File: config.mk
export PLATFORM = sky130hd
export DESIGN_NAME = pic_ctrl
export DESIGN_NICKNAME = d
export VERILOG_FILES = /design/src/include/pic_pkg.sv /design/src/logic/pic_irl_filter.sv /design/src/logic/pic_ctrl.sv
export SDC_FILE = /design/constraint.sdc
export NUM_CORES = 1
export LEC_CHECK = 0
export BUFFER_PORTS_ARGS = -buffer_cell sky130_fd_sc_hd__buf_2
export CAP_MARGIN = 5
export CORE_UTILIZATION = 67
export CTS_BUF_LIST = sky130_fd_sc_hd__clkbuf_8
export DETAILED_ROUTE_END_ITERATION = 6
export GPL_ROUTABILITY_DRIVEN = 0
export MAX_ROUTING_LAYER = met4
export PLACE_DENSITY_LB_ADDON = 0.25
export SLEW_MARGIN = 30
export SYNTH_ARGS = -nofsm -noshare
export SYNTH_HDL_FRONTEND = slang
export SYNTH_SLANG_ARGS = --single-unit
File: constraint.sdc
create_clock -name pclk -period 101 [get_ports pclk]
set_clock_uncertainty 0.2 [all_clocks]
set_input_delay 15.15 -clock pclk [delete_from_list [all_inputs] [get_ports pclk]]
set_output_delay 15.15 -clock pclk [all_outputs]
set_load 0.01 [all_outputs]
File: src/include/pic_pkg.sv
/*
 * Shared constants and carriers of the priority interrupt controller:
 * register addresses, reset values, field positions, event codes.
 * Assumes a 32-bit APB byte address and a 125 MHz bus clock.
 */
package pic_pkg;
	localparam logic [31:0] ADDR_PRI_EXT = 32'hfe080000;
	localparam logic [31:0] ADDR_PEND = 32'hfe080020;
	localparam logic [31:0] ADDR_MSK = 32'hfe080040;
	localparam logic [31:0] ADDR_MSK_CLR = 32'hfe080060;
	localparam logic [31:0] ADDR_CTRL = 32'hffd00000;
	localparam logic [31:0] ADDR_IPR_A = 32'hffd00004;
	localparam logic [31:0] ADDR_IPR_B = 32'hffd00008;
	localparam logic [31:0] ADDR_IPR_C = 32'hffd0000c;
	localparam logic [31:0] ADDR_IPR_D = 32'hffd00010;

	localparam logic [15:0] IPR_D_RST = 16'hda74;
	localparam logic [31:0] MSK_RST = 32'h000003ff;

	// Control register bit positions
	localparam int CTRL_NMI_LEVEL = 15;
	localparam int CTRL_NMI_UNBLOCK = 9;
	localparam int CTRL_EDGE_POL = 8;
	localparam int CTRL_IND_MODE = 7;

	localparam int NUM_PER = 20;
	localparam logic [2:0] NMI_HOLD_CYC = 3'h6;
	localparam logic [1:0] IRL_STABLE_SMP = 2'h3;

	localparam logic [4:0] LVL_NMI = 5'h10;
	localparam logic [11:0] EVT_NMI = 12'h1c0;
	localparam logic [11:0] EVT_IRL_BASE = 12'h200;
	localparam logic [11:0] EVT_PER_BASE = 12'h600;
	localparam logic [3:0][11:0] EVT_IND = {12'h360, 12'h300, 12'h2a0, 12'h240};
	localparam logic [3:0] IRL_NONE = 4'hf;

	typedef struct packed {
		logic [3:0] mask_level;  // cpu_mask_level
		logic guard;             // exception_guard_flag
		logic sleep;             // sleep or standby
		logic standby;           // standby: bus sampling uses timekeeper clock
		logic take;              // CPU accepts presented request, one pulse
	} pic_cpu_in_t;

	typedef struct packed {
		logic req;
		logic [4:0] level;
		logic [11:0] code;
	} pic_cpu_out_t;
endpackage

File: src/logic/pic_irl_filter.sv
/*
 * Noise filter for the request lines: output follows the input only
 * after the same value was seen on a set number of consecutive samples.
 * Input must already be synchronised to clk.
 */
`timescale 1ns/1ps
module pic_irl_filter #(
	parameter int W = 4
) (
	input wire logic clk,               // bus clock
	input wire logic rst_n,             // async reset, active low
	input wire logic sample_en,         // take a sample this cycle
	input wire logic [W-1:0] din,       // synchronised lines
	output logic [W-1:0] dout           // filtered lines
);
	typedef struct packed {
		logic [W-1:0] last;
		logic [1:0] cnt;
		logic [W-1:0] out;
	} pic_flt_t;

	pic_flt_t st_r, st_nxt;

	always_comb begin
		st_nxt = st_r;
		if (sample_en) begin
			st_nxt.last = din;
			if (din != st_r.last) begin
				st_nxt.cnt = 2'h1;
			end else if (st_r.cnt != pic_pkg::IRL_STABLE_SMP) begin
				st_nxt.cnt = st_r.cnt + 2'h1;
			end
			if (st_nxt.cnt == pic_pkg::IRL_STABLE_SMP) begin
				st_nxt.out = din;
			end
		end
	end

	always_ff @(posedge clk or negedge rst_n) begin
		if (!rst_n) begin
			st_r <= '1;
			st_r.cnt <= 2'h0;
		end else begin
			st_r <= st_nxt;
		end
	end

	assign dout = st_r.out;
endmodule

File: src/logic/pic_ctrl.sv
/*
 * Priority interrupt controller: nonmaskable edge input, four request
 * lines (encoded or independent), peripheral requests, APB registers,
 * and the request/event code presented to the CPU.
 * Assumes the CPU pulses take for one cycle when it accepts the request.
 */
// Added by the designer: the APB slave port.
// Function
// - Requests rank from level 16 highest down to level 1 lowest.
// - A source at priority level 0 is masked and ignored.
// - Nonmaskable request is level 16, refused only while guard flag set.
// - In sleep or standby the nonmaskable request passes the guard flag.
// - Control bit lets the nonmaskable request pass the guard flag.
// - Nonmaskable input is edge detected, polarity chosen by a control bit.
// - After a polarity write, detection is suppressed up to 6 cycles.
// - A readable bit shows the present nonmaskable pin level.
// - Control register reads 8000 with pin high, 0000 with pin low, after reset.
// - Taking a nonmaskable request leaves the CPU mask level alone.
// - Encoded lines are level sensed; code v means level 15 minus v.
// - Encoded requests are taken only above the CPU mask level.
// - Encoded lines count only after three equal consecutive samples.
// - In standby the filter samples on the timekeeper clock.
// - Independent mode makes the four lines four separate requests.
// - Each peripheral has a 0 to 15 priority in the priority registers.
// - Peripherals share one entry; the event code names the source.
// - A take with no valid request gives event code 0.
// - Equal levels resolve by fixed source order.
// - Peripheral priorities reset to 0, so peripherals start masked.
// - Every source has its own event code.
`timescale 1ns/1ps
module pic_ctrl (
	input wire logic pclk,                        // bus clock, 125 MHz
	input wire logic presetn,                     // async reset, active low
	input wire logic psel,                        // APB select
	input wire logic penable,                     // APB enable
	input wire logic pwrite,                      // APB direction
	input wire logic [31:0] paddr,                // APB byte address
	input wire logic [31:0] pwdata,               // APB write data
	output logic [31:0] prdata,                   // APB read data
	output logic pready,                          // APB ready
	output logic pslverr,                         // APB error
	input wire logic nmi_pin,                     // nonmaskable request pin
	input wire logic [3:0] encoded_level_request, // request lines, active low
	input wire logic rtc_clk,                     // 32.768 kHz timekeeper clock
	input wire logic [pic_pkg::NUM_PER-1:0] per_req, // peripheral levels
	input pic_pkg::pic_cpu_in_t cpu_in,           // CPU state and take
	output pic_pkg::pic_cpu_out_t cpu_out,        // request to the CPU
	output logic [11:0] event_code_register       // code of taken source
);
	typedef struct packed {
		logic edge_pol;
		logic unblock;
		logic ind_mode;
		logic [3:0][15:0] ipr;
		logic [31:0] pri_ext;
		logic [31:0] msk;
		logic [pic_pkg::NUM_PER-1:0] pend;
		logic nmi_s1;
		logic nmi_s2;
		logic nmi_d;
		logic [3:0] irl_s1;
		logic [3:0] irl_s2;
		logic rtc_s1;
		logic rtc_s2;
		logic rtc_d;
		logic nmi_pend;
		logic [2:0] hold;
		logic [11:0] evt;
		logic [31:0] rdata;
		logic err;
		pic_pkg::pic_cpu_out_t out;
	} pic_st_t;

	pic_st_t st_r, st_nxt;
	logic [3:0] irl_flt;
	logic smp_en;
	logic [4:0] best_lvl;
	logic [11:0] best_code;
	logic best_nmi;
	logic win_req;
	logic nmi_edge;
	logic wr_acc;

	function automatic logic [3:0] nib(input logic [15:0] r, input int i);
		return r[i*4 +: 4];
	endfunction

	function automatic logic [3:0] per_prio(input pic_st_t s, input int i);
		if (i < 12) begin
			return nib(s.ipr[i/4], i%4);
		end
		return s.pri_ext[(i-12)*4 +: 4];
	endfunction

	function automatic logic addr_ok(input logic [31:0] a);
		case (a)
			pic_pkg::ADDR_PRI_EXT, pic_pkg::ADDR_PEND, pic_pkg::ADDR_MSK,
			pic_pkg::ADDR_MSK_CLR, pic_pkg::ADDR_CTRL, pic_pkg::ADDR_IPR_A,
			pic_pkg::ADDR_IPR_B, pic_pkg::ADDR_IPR_C, pic_pkg::ADDR_IPR_D: begin
				return 1'b1;
			end
			default: begin
				return 1'b0;
			end
		endcase
	endfunction

	function automatic logic [31:0] rd_mux(input pic_st_t s, input logic [31:0] a);
		case (a)
			pic_pkg::ADDR_PRI_EXT: begin
				return s.pri_ext;
			end
			pic_pkg::ADDR_PEND: begin
				return {{(32-pic_pkg::NUM_PER){1'b0}}, s.pend};
			end
			pic_pkg::ADDR_MSK: begin
				return s.msk;
			end
			pic_pkg::ADDR_CTRL: begin
				return {16'h0000, s.nmi_s2, 5'h00, s.unblock, s.edge_pol,
					s.ind_mode, 7'h00};
			end
			pic_pkg::ADDR_IPR_A: begin
				return {16'h0000, s.ipr[0]};
			end
			pic_pkg::ADDR_IPR_B: begin
				return {16'h0000, s.ipr[1]};
			end
			pic_pkg::ADDR_IPR_C: begin
				return {16'h0000, s.ipr[2]};
			end
			pic_pkg::ADDR_IPR_D: begin
				return {16'h0000, s.ipr[3]};
			end
			default: begin
				return 32'h00000000;
			end
		endcase
	endfunction

	// Standby stops bus-rate sampling; without a running timekeeper clock
	// no samples arrive and the lines cannot wake the device.
	assign smp_en = cpu_in.standby ? (st_r.rtc_s2 & ~st_r.rtc_d) : 1'b1;

	pic_irl_filter #(.W(4)) u_flt (
		.clk(pclk),
		.rst_n(presetn),
		.sample_en(smp_en),
		.din(st_r.irl_s2),
		.dout(irl_flt)
	);

	assign nmi_edge = (st_r.hold == 3'h0) && (st_r.edge_pol ?
		(st_r.nmi_s2 & ~st_r.nmi_d) : (~st_r.nmi_s2 & st_r.nmi_d));
	assign wr_acc = psel & penable & pwrite;

	// Arbitration; a strict compare keeps the earlier source on a tie.
	always_comb begin
		logic [4:0] lv;
		lv = 5'h00;
		best_lvl = 5'h00;
		best_code = 12'h000;
		best_nmi = 1'b0;
		if (st_r.nmi_pend) begin
			best_lvl = pic_pkg::LVL_NMI;
			best_code = pic_pkg::EVT_NMI;
			best_nmi = 1'b1;
		end
		if (!st_r.ind_mode) begin
			lv = {1'b0, 4'hf - irl_flt};
			if (irl_flt != pic_pkg::IRL_NONE && lv > best_lvl) begin
				best_lvl = lv;
				best_code = pic_pkg::EVT_IRL_BASE + {3'h0, irl_flt, 5'h00};
			end
		end else begin
			for (int i = 0; i < 4; i++) begin
				lv = {1'b0, nib(st_r.ipr[3], 3-i)};
				if (!irl_flt[i] && lv > best_lvl) begin
					best_lvl = lv;
					best_code = pic_pkg::EVT_IND[i];
				end
			end
		end
		for (int i = 0; i < pic_pkg::NUM_PER; i++) begin
			lv = {1'b0, per_prio(st_r, i)};
			if (st_r.pend[i] && !st_r.msk[i] && lv > best_lvl) begin
				best_lvl = lv;
				best_code = pic_pkg::EVT_PER_BASE + {2'h0, 5'(i), 5'h00};
			end
		end
		if (best_nmi) begin
			win_req = !cpu_in.guard || cpu_in.sleep || st_r.unblock;
		end else begin
			win_req = best_lvl != 5'h00 && !cpu_in.guard
				&& best_lvl > {1'b0, cpu_in.mask_level};
		end
	end

	always_comb begin
		st_nxt = st_r;
		st_nxt.nmi_s1 = nmi_pin;
		st_nxt.nmi_s2 = st_r.nmi_s1;
		st_nxt.nmi_d = st_r.nmi_s2;
		st_nxt.irl_s1 = encoded_level_request;
		st_nxt.irl_s2 = st_r.irl_s1;
		st_nxt.rtc_s1 = rtc_clk;
		st_nxt.rtc_s2 = st_r.rtc_s1;
		st_nxt.rtc_d = st_r.rtc_s2;
		st_nxt.pend = per_req;
		st_nxt.out.req = win_req;
		st_nxt.out.level = win_req ? best_lvl : 5'h00;
		st_nxt.out.code = win_req ? best_code : 12'h000;
		if (st_r.hold != 3'h0) begin
			st_nxt.hold = st_r.hold - 3'h1;
		end
		// Only the nonmaskable pending flag is dropped; the mask level is
		// left for the CPU, which the controller never drives.
		if (cpu_in.take) begin
			st_nxt.evt = win_req ? best_code : 12'h000;
			if (win_req && best_nmi) begin
				st_nxt.nmi_pend = 1'b0;
			end
		end
		if (nmi_edge) begin
			st_nxt.nmi_pend = 1'b1;
		end
		if (psel && !penable) begin
			st_nxt.err = !addr_ok(paddr);
			st_nxt.rdata = rd_mux(st_r, paddr);
		end
		if (wr_acc) begin
			case (paddr)
				pic_pkg::ADDR_PRI_EXT: begin
					st_nxt.pri_ext = pwdata;
				end
				pic_pkg::ADDR_MSK: begin
					st_nxt.msk = st_r.msk | pwdata;
				end
				pic_pkg::ADDR_MSK_CLR: begin
					st_nxt.msk = st_r.msk & ~pwdata;
				end
				pic_pkg::ADDR_CTRL: begin
					st_nxt.unblock = pwdata[pic_pkg::CTRL_NMI_UNBLOCK];
					st_nxt.edge_pol = pwdata[pic_pkg::CTRL_EDGE_POL];
					st_nxt.ind_mode = pwdata[pic_pkg::CTRL_IND_MODE];
					if (pwdata[pic_pkg::CTRL_EDGE_POL] != st_r.edge_pol) begin
						st_nxt.hold = pic_pkg::NMI_HOLD_CYC;
					end
				end
				pic_pkg::ADDR_IPR_A: begin
					st_nxt.ipr[0] = pwdata[15:0];
				end
				pic_pkg::ADDR_IPR_B: begin
					st_nxt.ipr[1] = pwdata[15:0];
				end
				pic_pkg::ADDR_IPR_C: begin
					st_nxt.ipr[2] = pwdata[15:0];
				end
				pic_pkg::ADDR_IPR_D: begin
					st_nxt.ipr[3] = pwdata[15:0];
				end
				default: begin
					st_nxt.err = st_r.err;
				end
			endcase
		end
	end

	always_ff @(posedge pclk or negedge presetn) begin
		if (!presetn) begin
			st_r <= '0;
			st_r.ipr[3] <= pic_pkg::IPR_D_RST;
			st_r.msk <= pic_pkg::MSK_RST;
			st_r.irl_s1 <= pic_pkg::IRL_NONE;
			st_r.irl_s2 <= pic_pkg::IRL_NONE;
		end else begin
			st_r <= st_nxt;
		end
	end

	assign prdata = st_r.rdata;
	assign pready = 1'b1;
	assign pslverr = psel & penable & st_r.err;
	assign cpu_out = st_r.out;
	assign event_code_register = st_r.evt;
endmodule

== Yosys cells after proc, flatten, opt, wreduce, memory -nomap -nowiden ==
Index checks and enable logic that the tools add are counted.
W data, S select, Z words.

* Bits in registers: 242

* $lt $le $gt $ge: 26
* Mux-type cells: 80
* Add/subtract/negate cells: 4
* Eq/ne operators: 15
* Bitwise logic cells: 12
* Reductions and logical operators: 96

{| class="wikitable"
|+ Operators by type and width
! kind !! count
|-
| $mux W12 || 25
|-
| $eq A32 B32 Y1 const B || 9
|-
| $pmux W32 S8 || 1
|-
| $mux W5 || 31
|-
| $gt A4 B5 Y1 || 25
|-
| $pmux W32 S2 || 1
|-
| $logic_and A1 B1 Y1 || 50
|-
| $and A32 B32 Y32 || 1
|-
| $not A32 Y32 || 1
|-
| $or A32 B32 Y32 || 1
|-
| $logic_not A1 Y1 || 27
|-
| $reduce_and A2 Y1 || 9
|-
| $mux W1 || 12
|-
| $mux W3 || 4
|-
| $add A10 B9 Y11 const A || 1
|-
| $mux W11 || 1
|-
| $mux W10 || 1
|-
| $mux W9 || 1
|-
| $reduce_or A9 Y1 || 1
|-
| $reduce_or A8 Y1 || 1
|-
| $and A1 B1 Y1 || 6
|-
| $mux W2 || 3
|-
| $reduce_bool A2 Y1 || 3
|-
| $gt A5 B4 Y1 || 1
|-
| 13 further kinds || 17
|}

== Logic depth before layout (Yosys ltp) ==
Gate-level depths: netlist (run 1).

* Depth in word-level cells: 85
* Mapped depth: 220
* Depth with buffers taken out: 216

== By module ==
A second synthesis (run 1) with hierarchy kept.

* Cells, all modules: 1766
* Area, all modules: 15820.2 µm²

{| class="wikitable"
|+ Modules (own cells, without submodules)
! module !! seq. area each (µm²) !! cells an instance !! area an instance (µm²) !! times used
|-
| pic_ctrl || 5589.1 || 1730 || 15346.0 || 1
|-
| pic_irl_filter || 260.2 || 36 || 474.2 || 1
|}

== Worst setup path before layout (run 1) ==
OpenSTA, ideal clock, no wires.

* Path type: register to register
* From: reg st_r[66] in the netlist's numbering
* To: reg st_r (netlist bit event_code_register[7])
* Clock period less this slack: 39.126 ns
* Cell stages (with the launch flop): 206
* Data arrival time: 38.839 ns
* Path slack: 61.874 ns
* Library setup time: 0.087 ns
* Required time: 100.713 ns
* Path through: dfrtp_1 or3b_1 ha_1 nor2b_1 o211ai_1 a21oi_1 nand2_1 o21ai_0 inv_1 ha_1 and3b_1 nor2b_1 a21oi_1 nor3_2 nor2_1 nor3_1 mux2i_1 ha_1 [170 not listed] nor3_2 buf_2 a21boi_0 ha_1 o21a_1 o21a_1 o21ai_1 inv_1 and2_1 a31oi_1 nor2b_1 inv_1 ha_1 and4_1 nor4_1 nand2_1 or3_1 o211ai_1

* Longest elaborated chain between the ends: 82

{| class="wikitable"
|+ RTL lines
! element !! line !! RTL
|-
| start: declaration || pic_ctrl.sv:74 || <nowiki>pic_st_t st_r, st_nxt;</nowiki>
|-
| start signal: assignment || pic_ctrl.sv:277 || <nowiki>st_r <= st_nxt;</nowiki>
|-
| parallel branches: the longest is 81 deep, another holds $gt A4 B5 Y1 || -- ||
|-
| $mux W12 * || pic_ctrl.sv:219 || <nowiki>st_nxt.evt = win_req ? best_code : 12'h000;</nowiki>
|}

Every way passes the cells marked *. The select of a mux whose other input is x is not followed.
A chain may end at the register's enable or synchronous reset.

== Worst setup path in the final report (run 1) ==
* From: reg st_r[66] in the netlist's numbering
* To: reg st_r (netlist bit event_code_register[8])

Same word-level chain as after synthesis.

==> flow_summary_export.csv, run 1 <==
group,metric,value,unit
routing,ant_nets,0,
timing,setup_violations,0,
logic_synthesis,synth_flop_cell,"dfrtp_1",
clocking,tritoncts,"yes",
worst_hold_path,holdPathEnd,"st_nxt[67]",
worst_setup_path,r2r_end,"event_code_register[8]",
worst_setup_path,cp_max_fo,43,
clocking,htreeDepth,2,
global_route,antenna_found_initial,4,
outcome,status,"complete, no violations",
floorplan,num_rows,55,
logic_synthesis,syn_inst,1717,
clocking,clkTransAtPathRegs,0.07,ns
logic_synthesis,netlist_top_cells_area,"dfrtp_1, mux2_2, ha_1, dfstp_2, a21oi_1",
layout,nets,1982,
clocking,post_cts.repair.setup_buffers,0,
clocking,hold_buffers,0,
worst_hold_path,hold_path.class,"reg -> reg",
global_route,grt_pass1_vias,13300,
floorplan,die_area,0.0242,mm^2
logic_synthesis,yosysUniqueCellTypes,106,
timing,setup_tns,0,ns
global_route,grt_max_degree,111,
worst_setup_path,cp_data_arrival_time,46.44,ns
timing,finalCritPeriodShare,45.7,%
placement,io_buffers,155,
logic_synthesis,ys_ff_latch,232,
worst_hold_path,hp-start,"st_nxt[68]",
floorplan,die_h,155,um
logic_synthesis,synth_area_per_cell,9.19,um^2
global_route,gr-total-overflow,0,
timing,worst_hold_slack,0.149,ns
logic_synthesis,syn-cell-area,0.0158,mm^2
clocking,clk_latency,0.56,ns
worst_setup_path,crit_slowest_cell,"dfrtp_2",
routing,first_pass_iters,6,
floorplan,start_util,69.0,%
clocking,cts_max_path_buffers,3,
worst_setup_path,cp.buffers_inverters,11,
clocking,clock_sinks,232,
layout,layout_common_cells,"dfrtp_1, buf_2, nor2_1",
timing,slew_headroom,35.0,%
floorplan,die_w,155,um
worst_hold_path,hold_path_depth,0,
logic_synthesis,synth_top_area_share,31.3,%
layout,final_cell_count_no_fill,2144,
placement,dp_hpwl,33900,um
logic_synthesis,yosys_warnings,0,
power_and_ir_drop,p_leak,7.96,nW
layout,num-fill-cells,1639,
layout,mostFrequentLayoutCell,"dfrtp_1",
routing,viasPerCell,6.62,
logic_synthesis,synthArstFlopShare,100,%
clocking,cts.repair.resized,0,
timing,worstMarginPinSlew,0.972,ns
routing,wl_per_cell,21.4,um
worst_setup_path,endpoint_kind,"flop",
worst_setup_path,slowest_delay,0.84,ns
timing,fmax,21.6,MHz
layout,final_layout_size_suffix_gt1_share,24.7,%
power_and_ir_drop,ir_worst_vdd,0.0000164,V
worst_setup_path,crit_top_cell,"ha_1",
routing,vias,14200,
worst_setup_path,crit_required,101.25,ns
logic_synthesis,seq_area_frac_synth,37.1,%
logic_synthesis,synth-edff-count,0,
timing,hold_viol,0,
floorplan,core_area,0.0228,mm^2
layout,area_growth,9.00,%
worst_setup_path,cp_top_family,"simple AND/OR/NAND/NOR gates",
placement,place_inst,2072,
power_and_ir_drop,cellPowerDensity,15.8,mW/mm^2
clocking,cts_buffers,40,
timing,rsz0062_at_grt,"false",
clocking,clockRootBuffer,"clkbuf_8",
global_route,track_usage,39.3,%
timing,slew_violations,0,
routing,wl,45800,um
worst_setup_path,r2r_cells,201,
worst_setup_path,crit_type,"reg -> reg",
worst_setup_path,r2r-start,"st_r[66]",
routing,drt_iter0_drc,1772,
timing,min_period,46.19,ns
logic_synthesis,synth_area_leader_cell,"dfrtp_1",
worst_setup_path,cp-start-kind,"flop",
worst_setup_path,ff2ff_setup_slack,54.81,ns
floorplan,io_pins,167,
job,drv_cap,0,
routing,drc_errors,0,
global_route,grt_pass1_wl,71100,um
==> layout make-up <==
cell class	instances	area, um^2	area share [%]
Clock inverter	18	143	0.830
Clock buffer	51	702	4.08
Multi-Input combinational cell	1251	8810	51.2
Inverter	108	405	2.36
Sequential cell	232	5850	34.0
Antenna cell	3	7.51	0.0437
Tap cell	313	392	2.28
Timing Repair Buffer	168	883	5.14
==> synth_stat cells (9+ instances only) <==
| master | n |
|---|---|
| a21o_1 | 20 |
| nand3_1 | 33 |
| mux2_2 | 126 |
| ha_1 | 78 |
| dfrtp_1 | 197 |
| nor3_1 | 28 |
| buf_2 | 9 |
| a31oi_1 | 60 |
| a221oi_1 | 20 |
| o21ai_1 | 9 |
| mux2i_1 | 24 |
| a21oi_1 | 121 |
| or2_2 | 14 |
| xnor2_1 | 9 |
| a211oi_1 | 11 |
| o21a_1 | 17 |
| nor4_1 | 11 |
| clkbuf_1 | 52 |
| a222oi_1 | 17 |
| nor2_1 | 153 |
| and3_1 | 12 |
| o21ai_0 | 84 |
| o31ai_1 | 16 |
| inv_1 | 108 |
| nand2_1 | 119 |
| dfstp_2 | 35 |
| and2_1 | 15 |
| nand4_1 | 13 |
| a22oi_1 | 17 |
| nor2b_1 | 24 |
| nand2b_1 | 15 |
| or3_1 | 15 |
| buf_4 | 65 |
==> worst max path at each step <==
stage | cells after the start | start | slack [ns] | to
final | 201 | st_r[66] | 54.81 | event_code_register[8]
after global routing | 202 | st_r[66] | 51.04 | event_code_register[8]
after CTS | 198 | st_r[66] | 55.16 | event_code_register[8]
after detailed placement | 198 | st_r[66] | 55.42 | event_code_register[8]
after global placement | 202 | st_r[66] | 57.31 | event_code_register[7]
after floorplan | 205 | st_r[66] | 61.87 | event_code_register[7]
==> report_power, final <==
part | internal (mW) | leakage [nW] | switching, mW
combinational | 0.0299 | 4.62 | 0.0483
sequential | 0.0988 | 2.87 | 0.00499
clock | 0.0506 | 0.467 | 0.0391
==> worst register-to-register path, delay by kind of cell (launching register included) <==
family	cells	cell delay (ns)
muxes	21	6.54
DFF	1	0.84
AOI/OAI and AO/OA	66	15.41
buffers and inverters	11	0.97
adders and majority gates	25	6.58
and+or+nand+nor	78	15.57
==> layer usage <==
layer | vias up | wire, um | share of wire, % | track usage [%]
met3 | 158 | 5270 | 12 | 7.77
met5 | - | 0 | 0 | -
met2 | 897 | 20000 | 44 | 57.7
li1 | 6414 | - | - | -
met4 | 0 | 2360 | 5.2 | 19.2
met1 | 6728 | 18200 | 40 | 52.2
==> stage by stage <==
stage          power, mW  utilization (%)  worst slack (ns)  cell area, um^2
4_1_cts            0.270             75.2             55.16            17200
6_report           0.272             75.2             54.81            17200
2_1_floorplan      0.161                -             61.87            15800
3_5_place_dp       0.181             71.5             55.42            16300
3_3_place_gp       0.178             71.5             57.31            16300
5_1_grt            0.284             75.2             51.04            17200
==> kinds of logic (layout without fill, tap and decap cells) <==
logic type | Yosys count | in the layout | synth area share [%]
muxes | 153 | 153 | 10.8
buffers and inverters | 243 | 345 | 7.50
xor gates and xnor gates | 14 | 14 | 0.777
and+or+nand+nor | 501 | 501 | 15.9
DFF | 232 | 232 | 37.1
AOI/OAI and AO/OA | 491 | 491 | 21.5
other | 2 | 14 | 0.0476
adders and majority gates | 81 | 81 | 6.39
No activity file was read; power rests on OpenSTA's default activity.
==> run 2, diff against run 1 <==
Settings changed: CORE_UTILIZATION 67 to 62.
Clock period 101 ns to 47.3 ns, I/O delays scaled along.
==> run 2 against run 1 <==
Against the previous run:
- critical path depth grew 3
- largest power group unchanged
- die area grew 8.0%
- flip-flop and latch count is the same
- critical endpoint is now event_code_register[7]
- critical path type unchanged
- cell count grew 0.79%
- non-clock buffer count is the same
==> flow_summary_export.csv, run 2 (synthesis gave the netlist of run 1 again) <==
group,metric,value,unit
worst_setup_path,crit_top_cell,"ha_1",
worst_setup_path,crit_type,"reg -> reg",
power_and_ir_drop,p_clk_share,31.8,%
timing,hold_viol,0,
timing,slew_violations,0,
floorplan,num_rows,58,
timing,setup_ws,3.50,ns
clocking,clock_sinks,232,
layout,mostFrequentLayoutCell,"dfrtp_1",
power_and_ir_drop,p_int,0.374,mW
layout,num-fill-cells,1958,
worst_setup_path,slowest_delay,0.69,ns
timing,slew_headroom,39.6,%
worst_setup_path,cp_data_arrival_time,44.06,ns
placement,io_buffers,155,
floorplan,io_pins,167,
clocking,clockRootBuffer,"clkbuf_8",
floorplan,die_area,0.0261,mm^2
layout,layout_common_cells,"dfrtp_1, buf_2, nor2_1",
clocking,htreeDepth,2,
power_and_ir_drop,swShare,34.9,%
routing,viasPerCell,6.54,
routing,wl_per_cell,21.2,um
global_route,gr-total-overflow,0,
clocking,tritoncts,"yes",
layout,final_layout_size_suffix_gt1_share,25.2,%
routing,wl,45800,um
layout,nets,1981,
global_route,grt_pass1_wl,71100,um
layout,final_util,68.9,%
timing,min_period,43.80,ns
floorplan,core_area,0.0250,mm^2
global_route,grt_max_degree,98,
worst_setup_path,cp_max_fo,48,
outcome,status,"complete, no violations",
global_route,grt_pass1_vias,13400,
placement,dp_hpwl,33700,um
routing,drt_iter0_drc,1657,
floorplan,die_h,162,um
clocking,clkTransAtPathRegs,0.06,ns
power_and_ir_drop,cellPowerDensity,33.3,mW/mm^2
timing,fmax,22.8,MHz
timing,setup_tns,0,ns
worst_setup_path,cp.buffers_inverters,12,
worst_setup_path,cp_top_family,"simple AND/OR/NAND/NOR gates",
clocking,cts_max_path_buffers,3,
timing,setup_violations,0,
worst_setup_path,crit_slowest_cell,"dfrtp_4",
placement,place_worst_setup_slack,2.09,ns
power_and_ir_drop,ir_worst_vdd,0.0000331,V
layout,area_growth,9.36,%
clocking,cts_buffers,39,
global_route,antenna_found_initial,1,
timing,finalCritPeriodShare,92.6,%
clocking,clk_latency,0.56,ns
layout,multi_input_area,0.00888,mm^2
power_and_ir_drop,p_sw,0.200,mW
global_route,track_usage,36.1,%
global_route,grt_busiest_layer,"met2",
global_route,use_met2,52.9,%
worst_setup_path,crit_required,47.56,ns
worst_hold_path,hold_path.class,"reg -> reg",
power_and_ir_drop,power_frac_seq,38.6,%
routing,drc_errors,0,
power_and_ir_drop,p_leak,7.97,nW
job,drv_cap,0,
power_and_ir_drop,p_comb_share,29.6,%
floorplan,die_w,162,um
layout,fin_area,0.0172,mm^2
worst_setup_path,endpoint_kind,"flop",
routing,first_pass_iters,5,
clocking,post_cts.repair.setup_buffers,0,
placement,placed_cell_area,0.0164,mm^2
routing,vias,14100,
floorplan,start_util,63.0,%
timing,worstMarginPinSlew,0.904,ns
global_route,use_met1,49.4,%
routing,ant_nets,0,
global_route,grt.met3_usage,5.65,%
layout,ff_latch_area,0.00585,mm^2
timing,rsz0062_at_grt,"false",
worst_setup_path,cp-start-kind,"flop",
-- run 2: per-layer routing --
layer  up-vias  share of wire [%]
met5         -                  0
met4         0                4.7
met3       145                9.5
met2       780                 44
met1      6802                 42
li1       6415                  -
-- run 2: path summary, 6_finish.rpt --
path,startpoint,endpoint,slack (ns),cells after the start
max in group asynchronous,presetn,asynchronous set/reset pin,39.17,3
min,st_nxt[70],st_r[70],0.15,0
max reg2reg,st_r[66],event_code_register[7],3.50,204
min reg2reg,st_nxt[70],st_r[70],0.15,0
min in group asynchronous,presetn,cpu_out[12],6.39,1
max,st_r[66],event_code_register[7],3.50,204
-- run 2: final cells by class --
class / instances / area share, %
Clock inverter: 23 / 0.791
Antenna cell: 1 / 0.0145
Multi-Input combinational cell: 1251 / 51.5
Timing Repair Buffer: 168 / 5.19
Clock buffer: 48 / 3.83
Sequential cell: 232 / 33.9
Tap cell: 330 / 2.39
Inverter: 108 / 2.35
-- run 2: repair_timing --
item,4_1_cts,5_1_grt
endpoints found under the setup margin,0,19
resized for setup,0,15
hold buffers,0,0
-- run 2: worst register-to-register path, delay by kind of cell (launching register included) --
kind	cells	cell delay, ns
buffers and inverters	12	0.94
DFF	1	0.69
adders and majority gates	25	6.72
and+or+nand+nor	80	15.27
muxes	20	6.27
AOI/OAI and AO/OA	67	13.61
-- run 2: power groups by stage --
stage / Combinational, mW / Sequential, mW / Clock, mW
finish: 0.170 / 0.222 / 0.183
global route: 0.186 / 0.222 / 0.194
global placement: 0.158 / 0.224 / 0
floorplan: 0.126 / 0.218 / 0
CTS: 0.165 / 0.221 / 0.185
detailed placement: 0.163 / 0.224 / 0
-- run 2: metrics by stage --
step,cells,total power [mW],hold WS [ns]
6_report,2161,0.574,0.153
5_1_grt,2161,0.602,0.158
4_1_cts,2160,0.571,0.155
3_5_place_dp,2089,0.388,0.139
3_3_place_gp,2088,0.382,0.141
2_1_floorplan,1726,0.344,0.131
